`src/include/asc_pkg.sv`:
```
// Package: register map, fields, resets and timing for the aux converter
package asc_pkg;

  // Register byte offsets
  localparam logic [7:0] CONTROL_OFF = 8'h00;
  localparam logic [7:0] CONFIG_OFF  = 8'h04;
  localparam logic [7:0] CHANNEL_OFF = 8'h08;
  localparam logic [7:0] RESULT_OFF  = 8'h0C;
  localparam logic [7:0] LINK_OFF    = 8'h10;

  // Control register fields
  localparam int CTL_EN_BIT   = 7;
  localparam int CTL_TM_BIT   = 6;
  localparam int CTL_DONE_BIT = 5;
  localparam int CTL_BUSY_BIT = 4;
  localparam int CTL_SRC_LSB  = 1;

  // Config register fields
  localparam int CFG_DIV_LSB  = 3;
  localparam int CFG_GAIN_LSB = 0;

  // Reset values
  localparam logic [4:0] DIV_RESET  = 5'h1F;
  localparam logic [1:0] GAIN_RESET = 2'h0;
  localparam logic [2:0] SRC_RESET  = 3'h0;
  localparam logic [2:0] CHAN_RESET = 3'h0;

  // Conversion timing in conversion-clock periods
  localparam logic [4:0] TRACK_PERIODS = 5'h03;
  localparam logic [4:0] RESULT_BITS   = 5'h08;

  // Start sources
  localparam logic [2:0] SRC_SOFTWARE = 3'h0;
  localparam logic [2:0] SRC_TIMER3   = 3'h1;
  localparam logic [2:0] SRC_EXT_PIN  = 3'h2;
  localparam logic [2:0] SRC_TIMER2   = 3'h3;
  localparam logic [2:0] SRC_PRIMARY  = 3'h4;

  // AXI responses
  localparam logic [1:0] RESP_OKAY   = 2'h0;
  localparam logic [1:0] RESP_SLVERR = 2'h2;

  typedef enum logic [1:0] {
    ST_IDLE,
    ST_TRACK,
    ST_CONVERT
  } asc_state_t;

  // Trigger inputs from the rest of the chip
  typedef struct packed {
    logic timer3_overflow;
    logic timer2_overflow;
    logic primary_converter_busy;
    logic ext_start_aux;
    logic ext_start_primary;
  } asc_trig_t;

  // Controls to the analog core
  typedef struct packed {
    logic       powered;
    logic       track;
    logic [1:0] gain_select;
    logic [2:0] channel;
    logic       cmp_valid;
    logic [7:0] trial_code;
  } asc_analog_t;

endpackage

```
`src/hdl/asc_clk_div.sv`:
```
// Conversion clock enable divider
`timescale 1ns/10ps
`default_nettype none
module asc_clk_div
  import asc_pkg::*;
(
  // Clock and reset
  input  wire logic       aclk,
  input  wire logic       aresetn,
  // Control
  input  wire logic       run,
  input  wire logic [4:0] divider,
  // Tick out, one per conversion clock period
  output logic            tick
);

  logic [4:0] count_reg;

  // Divide by divider plus one
  always_ff @(posedge aclk) begin
    if (!aresetn || !run) begin
      count_reg <= 5'h00;
    end else if (count_reg >= divider) begin
      count_reg <= 5'h00;
    end else begin
      count_reg <= count_reg + 5'h01;
    end
  end

  assign tick = run && (count_reg >= divider);

endmodule
`default_nettype wire

```
`src/hdl/asc_conv_ctrl.sv`:
```
// Auxiliary 8-bit SAR converter control with AXI4-Lite registers
// What this block does
// (RULE1) Converter, track-hold and gain stage run only while enable bit is one.
// (RULE2) Conversion clock is system clock divided by divider field plus one.
// (RULE3) Software keeps the conversion clock at or below 7.5 MHz.
// (RULE4) Start-source field picks one of five triggers.
// (RULE5) Start code 010 selects the external start pin.
// (RULE6) Aux pin used when enabled, else primary pin starts both converters.
// (RULE7) Busy bit reads one throughout conversion, zero when done.
// (RULE8) Busy falling edge sets done flag; result then readable.
// (RULE9) Software clears flag, writes busy, polls flag, reads result.
// (RULE10) Normal track mode tracks continuously except during conversion.
// (RULE11) Low-power mode tracks three conversion clocks after start.
// (RULE12) Low-power with pin trigger tracks while pin low, converts on rise.
// (RULE13) Software waits 0.8 us after a mux change before starting.
// (RULE14) Gain field selects 0.5, 1, 2 or 4; resets to 0.5.
// (RULE15) Input mux has eight channels chosen by the channel register.
// (RULE16) Software clears port input-mode bits for converter pins.
// (RULE17) Each result is an 8-bit successive approximation word.
// (RULE18) Code 000 starts on busy write, 001 on Timer 3 overflow.
// (RULE19) Gain encoding 00=0.5, 01=1, 10=2, 11=4.
// (RULE20) Only software clears the completion flag.
// (RULE21) Starts during a conversion are ignored.
// (RULE22) Starts from unselected sources have no effect.
//
// Design decisions made here: the AXI4-Lite interface to the registers and the address map.
`timescale 1ns/10ps
`default_nettype none
module asc_conv_ctrl
  import asc_pkg::*;
(
  // Clock and reset
  input  wire logic        aclk,
  input  wire logic        aresetn,
  // AXI4-Lite write address
  input  wire logic [7:0]  s_axi_awaddr,
  input  wire logic        s_axi_awvalid,
  output logic             s_axi_awready,
  // AXI4-Lite write data
  input  wire logic [31:0] s_axi_wdata,
  input  wire logic [3:0]  s_axi_wstrb,
  input  wire logic        s_axi_wvalid,
  output logic             s_axi_wready,
  // AXI4-Lite write response
  output logic [1:0]       s_axi_bresp,
  output logic             s_axi_bvalid,
  input  wire logic        s_axi_bready,
  // AXI4-Lite read address
  input  wire logic [7:0]  s_axi_araddr,
  input  wire logic        s_axi_arvalid,
  output logic             s_axi_arready,
  // AXI4-Lite read data
  output logic [31:0]      s_axi_rdata,
  output logic [1:0]       s_axi_rresp,
  output logic             s_axi_rvalid,
  input  wire logic        s_axi_rready,
  // Triggers and crossbar state
  input  wire asc_trig_t   trig,
  input  wire logic        aux_pin_enabled,
  // Analog core
  output asc_analog_t      analog,
  input  wire logic        cmp_high,
  // Status
  output logic             conversion_busy,
  output logic             done_event
);

  // Register state
  logic       converter_enable_reg;
  logic       track_mode_select_reg;
  logic       conversion_done_flag_reg;
  logic [2:0] start_source_select_reg;
  logic [4:0] sar_clock_divider_reg;
  logic [1:0] gain_select_reg;
  logic [2:0] channel_select_reg;
  logic [7:0] result_reg;

  // Converter state
  asc_state_t state_reg;
  logic [4:0] step_reg;
  logic [7:0] sar_reg;
  logic       tick;
  logic       busy_clear;

  // Trigger edge history
  logic ext_pin_reg;
  logic t3_reg;
  logic t2_reg;
  logic pbusy_reg;

  // Bus write state
  logic        aw_held_reg;
  logic        w_held_reg;
  logic [7:0]  awaddr_reg;
  logic [31:0] wdata_reg;
  logic [3:0]  wstrb_reg;
  logic        wr_fire;

  // Rising edge helper
  function automatic logic rose(input logic now, input logic was);
    return now && !was;
  endfunction

  // Bus write channel
  assign s_axi_awready = !aw_held_reg && !s_axi_bvalid;
  assign s_axi_wready  = !w_held_reg && !s_axi_bvalid;
  assign wr_fire       = aw_held_reg && w_held_reg && !s_axi_bvalid;

  always_ff @(posedge aclk) begin
    if (!aresetn) begin
      aw_held_reg <= 1'b0;
      awaddr_reg  <= 8'h00;
    end else if (s_axi_awvalid && s_axi_awready) begin
      aw_held_reg <= 1'b1;
      awaddr_reg  <= s_axi_awaddr;
    end else if (wr_fire) begin
      aw_held_reg <= 1'b0;
    end
  end

  always_ff @(posedge aclk) begin
    if (!aresetn) begin
      w_held_reg <= 1'b0;
      wdata_reg  <= 32'h0000_0000;
      wstrb_reg  <= 4'h0;
    end else if (s_axi_wvalid && s_axi_wready) begin
      w_held_reg <= 1'b1;
      wdata_reg  <= s_axi_wdata;
      wstrb_reg  <= s_axi_wstrb;
    end else if (wr_fire) begin
      w_held_reg <= 1'b0;
    end
  end

  always_ff @(posedge aclk) begin
    if (!aresetn) begin
      s_axi_bvalid <= 1'b0;
      s_axi_bresp  <= RESP_OKAY;
    end else if (wr_fire) begin
      s_axi_bvalid <= 1'b1;
      s_axi_bresp  <= (awaddr_reg[7:2] <= LINK_OFF[7:2]
                       && awaddr_reg != RESULT_OFF
                       && awaddr_reg != LINK_OFF) ? RESP_OKAY : RESP_SLVERR;
    end else if (s_axi_bready) begin
      s_axi_bvalid <= 1'b0;
    end
  end

  // Decoded writes, low byte lane only
  logic wr_ctl;
  logic wr_cfg;
  logic wr_chan;
  assign wr_ctl  = wr_fire && wstrb_reg[0]
                   && awaddr_reg[7:2] == CONTROL_OFF[7:2];
  assign wr_cfg  = wr_fire && wstrb_reg[0]
                   && awaddr_reg[7:2] == CONFIG_OFF[7:2];
  assign wr_chan = wr_fire && wstrb_reg[0]
                   && awaddr_reg[7:2] == CHANNEL_OFF[7:2];

  // Control fields
  always_ff @(posedge aclk) begin
    if (!aresetn) begin
      converter_enable_reg    <= 1'b0;
      track_mode_select_reg   <= 1'b0;
      start_source_select_reg <= SRC_RESET;
    end else if (wr_ctl) begin
      converter_enable_reg    <= wdata_reg[CTL_EN_BIT];
      track_mode_select_reg   <= wdata_reg[CTL_TM_BIT];
      start_source_select_reg <= wdata_reg[CTL_SRC_LSB +: 3];
    end
  end

  // Config and channel fields
  always_ff @(posedge aclk) begin
    if (!aresetn) begin
      sar_clock_divider_reg <= DIV_RESET;
      gain_select_reg       <= GAIN_RESET; // RULE14
      channel_select_reg    <= CHAN_RESET;
    end else begin
      if (wr_cfg) begin
        sar_clock_divider_reg <= wdata_reg[CFG_DIV_LSB +: 5];
        gain_select_reg       <= wdata_reg[CFG_GAIN_LSB +: 2]; // RULE19
      end
      if (wr_chan) begin
        channel_select_reg <= wdata_reg[2:0]; // RULE15
      end
    end
  end

  // Trigger edge history
  always_ff @(posedge aclk) begin
    if (!aresetn) begin
      ext_pin_reg <= 1'b0;
      t3_reg      <= 1'b0;
      t2_reg      <= 1'b0;
      pbusy_reg   <= 1'b0;
    end else begin
      ext_pin_reg <= aux_pin_enabled ? trig.ext_start_aux
                                     : trig.ext_start_primary;
      t3_reg      <= trig.timer3_overflow;
      t2_reg      <= trig.timer2_overflow;
      pbusy_reg   <= trig.primary_converter_busy;
    end
  end

  // Start selection
  logic ext_pin;
  logic sw_start;
  logic start_evt;
  assign ext_pin  = aux_pin_enabled ? trig.ext_start_aux
                                    : trig.ext_start_primary; // RULE6
  assign sw_start = wr_ctl && wdata_reg[CTL_BUSY_BIT];

  always_comb begin
    case (start_source_select_reg) // RULE4 RULE22
      SRC_SOFTWARE: start_evt = sw_start; // RULE18
      SRC_TIMER3:   start_evt = rose(trig.timer3_overflow, t3_reg); // RULE18
      SRC_EXT_PIN:  start_evt = rose(ext_pin, ext_pin_reg); // RULE5
      SRC_TIMER2:   start_evt = rose(trig.timer2_overflow, t2_reg);
      SRC_PRIMARY:  start_evt = rose(trig.primary_converter_busy,
                                     pbusy_reg);
      default:      start_evt = 1'b0;
    endcase
  end

  asc_clk_div u_div (
    .aclk    (aclk),
    .aresetn (aresetn),
    .run     (converter_enable_reg), // RULE1
    .divider (sar_clock_divider_reg), // RULE2
    .tick    (tick)
  );

  // Low-power pin mode converts directly on the rising edge
  logic pin_lowpower;
  assign pin_lowpower = track_mode_select_reg
                        && start_source_select_reg == SRC_EXT_PIN;

  // Conversion sequencer
  always_ff @(posedge aclk) begin
    if (!aresetn || !converter_enable_reg) begin // RULE1
      state_reg <= ST_IDLE;
      step_reg  <= 5'h00;
      sar_reg   <= 8'h00;
    end else begin
      case (state_reg)
        ST_IDLE: begin
          if (start_evt) begin
            step_reg <= 5'h00;
            if (track_mode_select_reg && !pin_lowpower) begin
              state_reg <= ST_TRACK; // RULE11
            end else begin
              state_reg <= ST_CONVERT; // RULE12
              sar_reg   <= 8'h80;
            end
          end
        end
        ST_TRACK: begin
          if (tick) begin
            if (step_reg == TRACK_PERIODS - 5'h01) begin // RULE11
              state_reg <= ST_CONVERT;
              step_reg  <= 5'h00;
              sar_reg   <= 8'h80;
            end else begin
              step_reg <= step_reg + 5'h01;
            end
          end
        end
        ST_CONVERT: begin
          if (tick) begin // RULE17
            sar_reg <= cmp_high ? sar_reg : sar_reg & ~(8'h80 >> step_reg);
            if (step_reg != RESULT_BITS - 5'h01) begin
              sar_reg[3'(7 - step_reg - 1)] <= 1'b1;
            end
            if (step_reg == RESULT_BITS - 5'h01) begin
              state_reg <= ST_IDLE;
            end
            step_reg <= step_reg + 5'h01;
          end
        end
        default: state_reg <= ST_IDLE;
      endcase
    end
  end

  // Busy falls at the last trial of a conversion
  assign busy_clear = state_reg == ST_CONVERT && tick
                      && step_reg == RESULT_BITS - 5'h01;
  assign conversion_busy = converter_enable_reg // RULE1
                           && state_reg != ST_IDLE; // RULE7 RULE21

  // Result capture and done flag
  always_ff @(posedge aclk) begin
    if (!aresetn) begin
      result_reg <= 8'h00;
    end else if (busy_clear) begin
      result_reg <= cmp_high ? sar_reg : sar_reg & 8'hFE; // RULE8
    end
  end

  always_ff @(posedge aclk) begin
    if (!aresetn) begin
      conversion_done_flag_reg <= 1'b0;
    end else if (busy_clear) begin
      conversion_done_flag_reg <= 1'b1; // RULE8
    end else if (wr_ctl && !wdata_reg[CTL_DONE_BIT]) begin
      conversion_done_flag_reg <= 1'b0; // RULE20
    end
  end

  always_ff @(posedge aclk) begin
    if (!aresetn) begin
      done_event <= 1'b0;
    end else begin
      done_event <= busy_clear;
    end
  end

  // Analog core controls
  always_comb begin
    analog.powered     = converter_enable_reg; // RULE1
    analog.track       = converter_enable_reg && (pin_lowpower
                         ? (state_reg == ST_IDLE && !ext_pin) // RULE12
                         : track_mode_select_reg
                         ? state_reg == ST_TRACK
                         : state_reg != ST_CONVERT); // RULE10
    analog.gain_select = gain_select_reg;
    analog.channel     = channel_select_reg;
    analog.cmp_valid   = state_reg == ST_CONVERT && tick;
    analog.trial_code  = sar_reg;
  end

  // Read channel
  logic [31:0] rd_word;
  logic        rd_ok;
  always_comb begin
    rd_ok   = 1'b1;
    rd_word = 32'h0000_0000;
    case (s_axi_araddr[7:2])
      CONTROL_OFF[7:2]: rd_word[7:0] = {converter_enable_reg,
                          track_mode_select_reg, conversion_done_flag_reg,
                          conversion_busy, start_source_select_reg, 1'b0};
      CONFIG_OFF[7:2]:  rd_word[7:0] = {sar_clock_divider_reg, 1'b0,
                                        gain_select_reg};
      CHANNEL_OFF[7:2]: rd_word[7:0] = {5'h00, channel_select_reg};
      RESULT_OFF[7:2]:  rd_word[7:0] = result_reg;
      default:          rd_ok = 1'b0;
    endcase
  end

  assign s_axi_arready = !s_axi_rvalid;

  always_ff @(posedge aclk) begin
    if (!aresetn) begin
      s_axi_rvalid <= 1'b0;
      s_axi_rdata  <= 32'h0000_0000;
      s_axi_rresp  <= RESP_OKAY;
    end else if (s_axi_arvalid && s_axi_arready) begin
      s_axi_rvalid <= 1'b1;
      s_axi_rdata  <= rd_word;
      s_axi_rresp  <= rd_ok ? RESP_OKAY : RESP_SLVERR;
    end else if (s_axi_rready) begin
      s_axi_rvalid <= 1'b0;
    end
  end

endmodule
`default_nettype wire

```
`config.mk`:
```
export PLATFORM = sky130hd
export DESIGN_NAME = asc_conv_ctrl
export DESIGN_NICKNAME = d
export VERILOG_FILES = /design/src/include/asc_pkg.sv /design/src/hdl/asc_clk_div.sv /design/src/hdl/asc_conv_ctrl.sv
export SDC_FILE = /design/constraint.sdc
export NUM_CORES = 1
export LEC_CHECK = 0
export ABC_AREA = 1
export BUFFER_PORTS_ARGS = -buffer_cell sky130_fd_sc_hd__buf_2
export CORE_ASPECT_RATIO = 0.7
export CORE_MARGIN = 3
export CORE_UTILIZATION = 35
export DETAILED_ROUTE_END_ITERATION = 7
export HOLD_SLACK_MARGIN = 0.08
export PLACE_DENSITY_LB_ADDON = 0.1
export SYNTH_ARGS = -nofsm -noshare
export SYNTH_HDL_FRONTEND = slang
export SYNTH_SLANG_ARGS = --single-unit
```
`constraint.sdc`:
```
create_clock -name aclk -period 1.8 [get_ports aclk]
set_input_delay 0.27 -clock aclk [delete_from_list [all_inputs] [get_ports aclk]]
set_output_delay 0.27 -clock aclk [all_outputs]
set_load 0.02 [all_outputs]
```
==> results.rst <==
.. list-table::
   :header-rows: 1

   * - Metric
     - Value
   * - Share of post-route cells with drive strength above 1
     - 25.8%
   * - Number of buffers created by CTS
     - 9
   * - Synth-to-Final Area Change
     - 29.1%
   * - Register clock-pin slew on the reported worst setup and hold paths
     - 60 ps
   * - Final hold violations
     - 0
   * - Htree depth
     - 3
   * - Post-synthesis cell count
     - 572
   * - Total Power
     - 4040 uW
   * - Ratio of final minimum period to clock period
     - 109%
   * - Net count of the finished layout
     - 750
   * - GRT met1 Usage
     - 26.2%
   * - Pin count of the biggest net entering global routing
     - 35
   * - Syn Std Cell Area
     - 4050 sq um
   * - Fraction of synthesized cell area taken by the top area cell type
     - 39.6%
   * - Synth area leader
     - sky130_fd_sc_hd__dfxtp_1
   * - Top post-synthesis cells by area
     - sky130_fd_sc_hd__dfxtp_1, sky130_fd_sc_hd__nand2_1, sky130_fd_sc_hd__o21ai_0
   * - Worst endpoint required time
     - 1530 ps
   * - Count of unique library cells instantiated by Yosys
     - 38
   * - First DRT Iteration DRCs
     - 282
   * - Core region area
     - 11100 sq um
   * - Summed negative setup slack over all endpoints
     - -513 ps
   * - Worst-case setup margin in the final layout
     - -159 ps
   * - Number of buffers on the longest clock path
     - 2
   * - Number of iterations in the first detailed-routing pass
     - 5
   * - Reg-to-reg setup timing slack
     - -70 ps
   * - Final global-route overflow total
     - 0
   * - Failing checks
     - setup timing
   * - WHS
     - 126 ps
   * - Ant diodes
     - 0
   * - Post-detailed-route via-to-cell ratio
     - 4.70
   * - Via count of the first global-routing pass
     - 3534
   * - Die Area
     - 12900 sq um
   * - Start point of the worst hold path
     - trig[3]
   * - Worst slew slack as a fraction of its limit
     - 65.0%
   * - Final Wtd Congestion
     - 0.877
   * - Via Count
     - 3897
   * - Data arrival time at the worst-slack endpoint
     - 1690 ps
   * - Number of enable flip-flop cells after synthesis
     - 0
   * - Flip-flop and latch count after synthesis
     - 80
   * - Syn Area/Cell
     - 7.08 sq um
   * - Remaining antenna violation count
     - 0
   * - Status
     - complete, but fails checks
   * - Row cnt
     - 32
   * - Critical register-to-register path startpoint
     - sar_clock_divider_reg[4]$_SDFFE_PN1P_
   * - Upper clock frequency limit
     - 0.510 GHz
   * - Clock network latency to the later pin of the worst-skew pair
     - 340 ps
   * - Period minus WS final
     - 1960 ps
   * - DIE HEIGHT
     - 96.0 microns
   * - Proportion of register bits with asynchronous set or reset after synthesis
     - 0%
   * - Number of warning messages in the yosys log
     - 0
   * - RSZ-0062 raised after global routing
     - true
   * - Top-level port count
     - 125
   * - Die outline width
     - 135 microns
   * - Class of the worst hold path
     - primary input to register
   * - Final HPWL DP
     - 8.44 mm
   * - Met2 layer usage reported by global route
     - 24.5%
   * - Final count of negative-setup-slack endpoints
     - 12
   * - Top library cells by usage in the layout, fill and taps aside
     - sky130_fd_sc_hd__nand2_1, sky130_fd_sc_hd__nor2_1, sky130_fd_sc_hd__dfxtp_1
   * - Number of port buffers
     - 69
   * - Overall global routing resource usage
     - 17.3%
   * - Number of max-cap violations
     - 0
   * - Final core occ
     - 46.9%
   * - Antenna violations before repair
     - 0
   * - Global-route wire length before repair
     - 17.6 mm
   * - Root buf cell
     - sky130_fd_sc_hd__clkbuf_16
   * - Slew @ Worst Pin
     - 524 ps
   * - Primary FF master, synth
     - sky130_fd_sc_hd__dfxtp_1
   * - Initial core utilization
     - 36.4%
   * - Critical Path Fanout Max
     - 2
   * - Sequential cell area fraction in the yosys report
     - 39.6%
   * - Critical Path Start Type
     - register
   * - Clock skew after layout
     - 5.32 ps
   * - Max-slew violations
     - 0
   * - Worst VDD drop
     - 473 uV
   * - Leakage power figure
     - 0.00239 uW
   * - Power Dens Cells
     - 774 nW/um^2
   * - Global routing met3 resource utilization
     - 3.81%
   * - Setup crit end kind
     - primary output
   * - Global-route layer with the greatest usage
     - met1
   * - Routed wire length per instance
     - 13.6 microns
   * - Most common library cell in the layout ignoring fill and taps
     - sky130_fd_sc_hd__nand2_1
   * - Final routed wirelength across all metal layers
     - 11.3 mm
   * - Timing startpoint of the critical path
     - sar_clock_divider_reg[3]$_SDFFE_PN1P_
   * - Number of sinks handled by clock tree synthesis
     - 80
   * - Critical path start-end classification
     - register to primary output
   * - DRC
     - 0
   * - Clock tree from TritonCTS
     - built
[final timing paths]
| kind | endpoint | depth (start not counted) |
|---|---|---|
| max | analog[8] | 10 |
| min reg2reg | result_reg[6]$_SDFFE_PN0P_ | 2 |
| min | t2_reg$_SDFF_PN0_ | 3 |
| max reg2reg | sar_reg[2]$_SDFFE_PP0P_ | 12 |
[routing by layer]
metal	share of wire, %	wire, microns	vias to the layer above
met2	40	4470	109
met1	53	5940	1773
met5	0	0	-
met4	1.1	127	0
li1	-	-	2004
met3	6.5	731	11
[cell usage after synthesis (3+ instances only)]
cell                         n
sky130_fd_sc_hd__o21ai_0    57
sky130_fd_sc_hd__buf_4      29
sky130_fd_sc_hd__o22ai_1     3
sky130_fd_sc_hd__ha_1       12
sky130_fd_sc_hd__nand4_1    18
sky130_fd_sc_hd__a31oi_1     5
sky130_fd_sc_hd__o221ai_1    3
sky130_fd_sc_hd__nor2_1     76
sky130_fd_sc_hd__nor2_2      3
sky130_fd_sc_hd__clkbuf_1    9
sky130_fd_sc_hd__a21oi_1    44
sky130_fd_sc_hd__xor2_1      4
sky130_fd_sc_hd__nand3_1    26
sky130_fd_sc_hd__nand2_1   101
sky130_fd_sc_hd__inv_1      75
sky130_fd_sc_hd__nor3_1      3
sky130_fd_sc_hd__dfxtp_1    80
[critical path, stage by stage (launching register included)]
cell,delay (ps)
sky130_fd_sc_hd__dfxtp_2,330
sky130_fd_sc_hd__inv_2,60
sky130_fd_sc_hd__ha_4,230
sky130_fd_sc_hd__nand2_2,70
sky130_fd_sc_hd__nand2_2,60
sky130_fd_sc_hd__a21oi_4,170
sky130_fd_sc_hd__nand2_4,80
sky130_fd_sc_hd__nand2_4,80
sky130_fd_sc_hd__nor2_4,40
sky130_fd_sc_hd__buf_6,110
sky130_fd_sc_hd__buf_6,120
[power by group]
part / leakage, uW / total [uW] / switching [uW] / internal, uW
Clock: 0.000150 / 1860 / 712 / 1150
Combinational: 0.00159 / 331 / 229 / 101
Sequential: 0.000653 / 1850 / 31.0 / 1820
[repair_timing]
item | 4_1_cts | 5_1_grt
gates cloned | 1 | 0
pin swaps | 14 | 16
endpoints found under the setup margin | 20 | 37
buffers inserted | 12 | 4
gates resized for setup | 32 | 36
hold buffers | 0 | 0
[kinds of logic (layout without fill, tap and decap cells)]
| logic type | after synthesis | in the layout | share of synthesized area, % |
|---|---|---|---|
| AND/OR/NAND/NOR | 236 | 236 | 25.7 |
| other | 1 | 26 | 0.0926 |
| buffers and inverters | 120 | 200 | 14.3 |
| AO/OA/AOI/OAI | 119 | 119 | 15.7 |
| XOR/XNOR | 4 | 4 | 0.865 |
| flip-flops | 80 | 80 | 39.6 |
| adder cells (fa/ha/maj) | 12 | 12 | 3.71 |
[metrics by stage]
stage / instances / setup slack, ps / cell area, sq um
2_1_floorplan: 597 / 44.7 / 4140
3_3_place_gp: 800 / -41.7 / 4570
3_5_place_dp: 800 / -47.7 / 4570
4_1_cts: 829 / -160 / 5080
5_1_grt: 830 / -246 / 5220
6_report: 830 / -159 / 5220
[cell type report]
class	count	area, sq um
fill	1191	5910
clock inverter	3	40.0
multi-input combinational	397	2160
clock buffer	13	260
timing repair buffer	107	669
inverter	77	289
sequential	80	1620
tap	153	191
No activity file was read; power rests on OpenSTA's default activity.
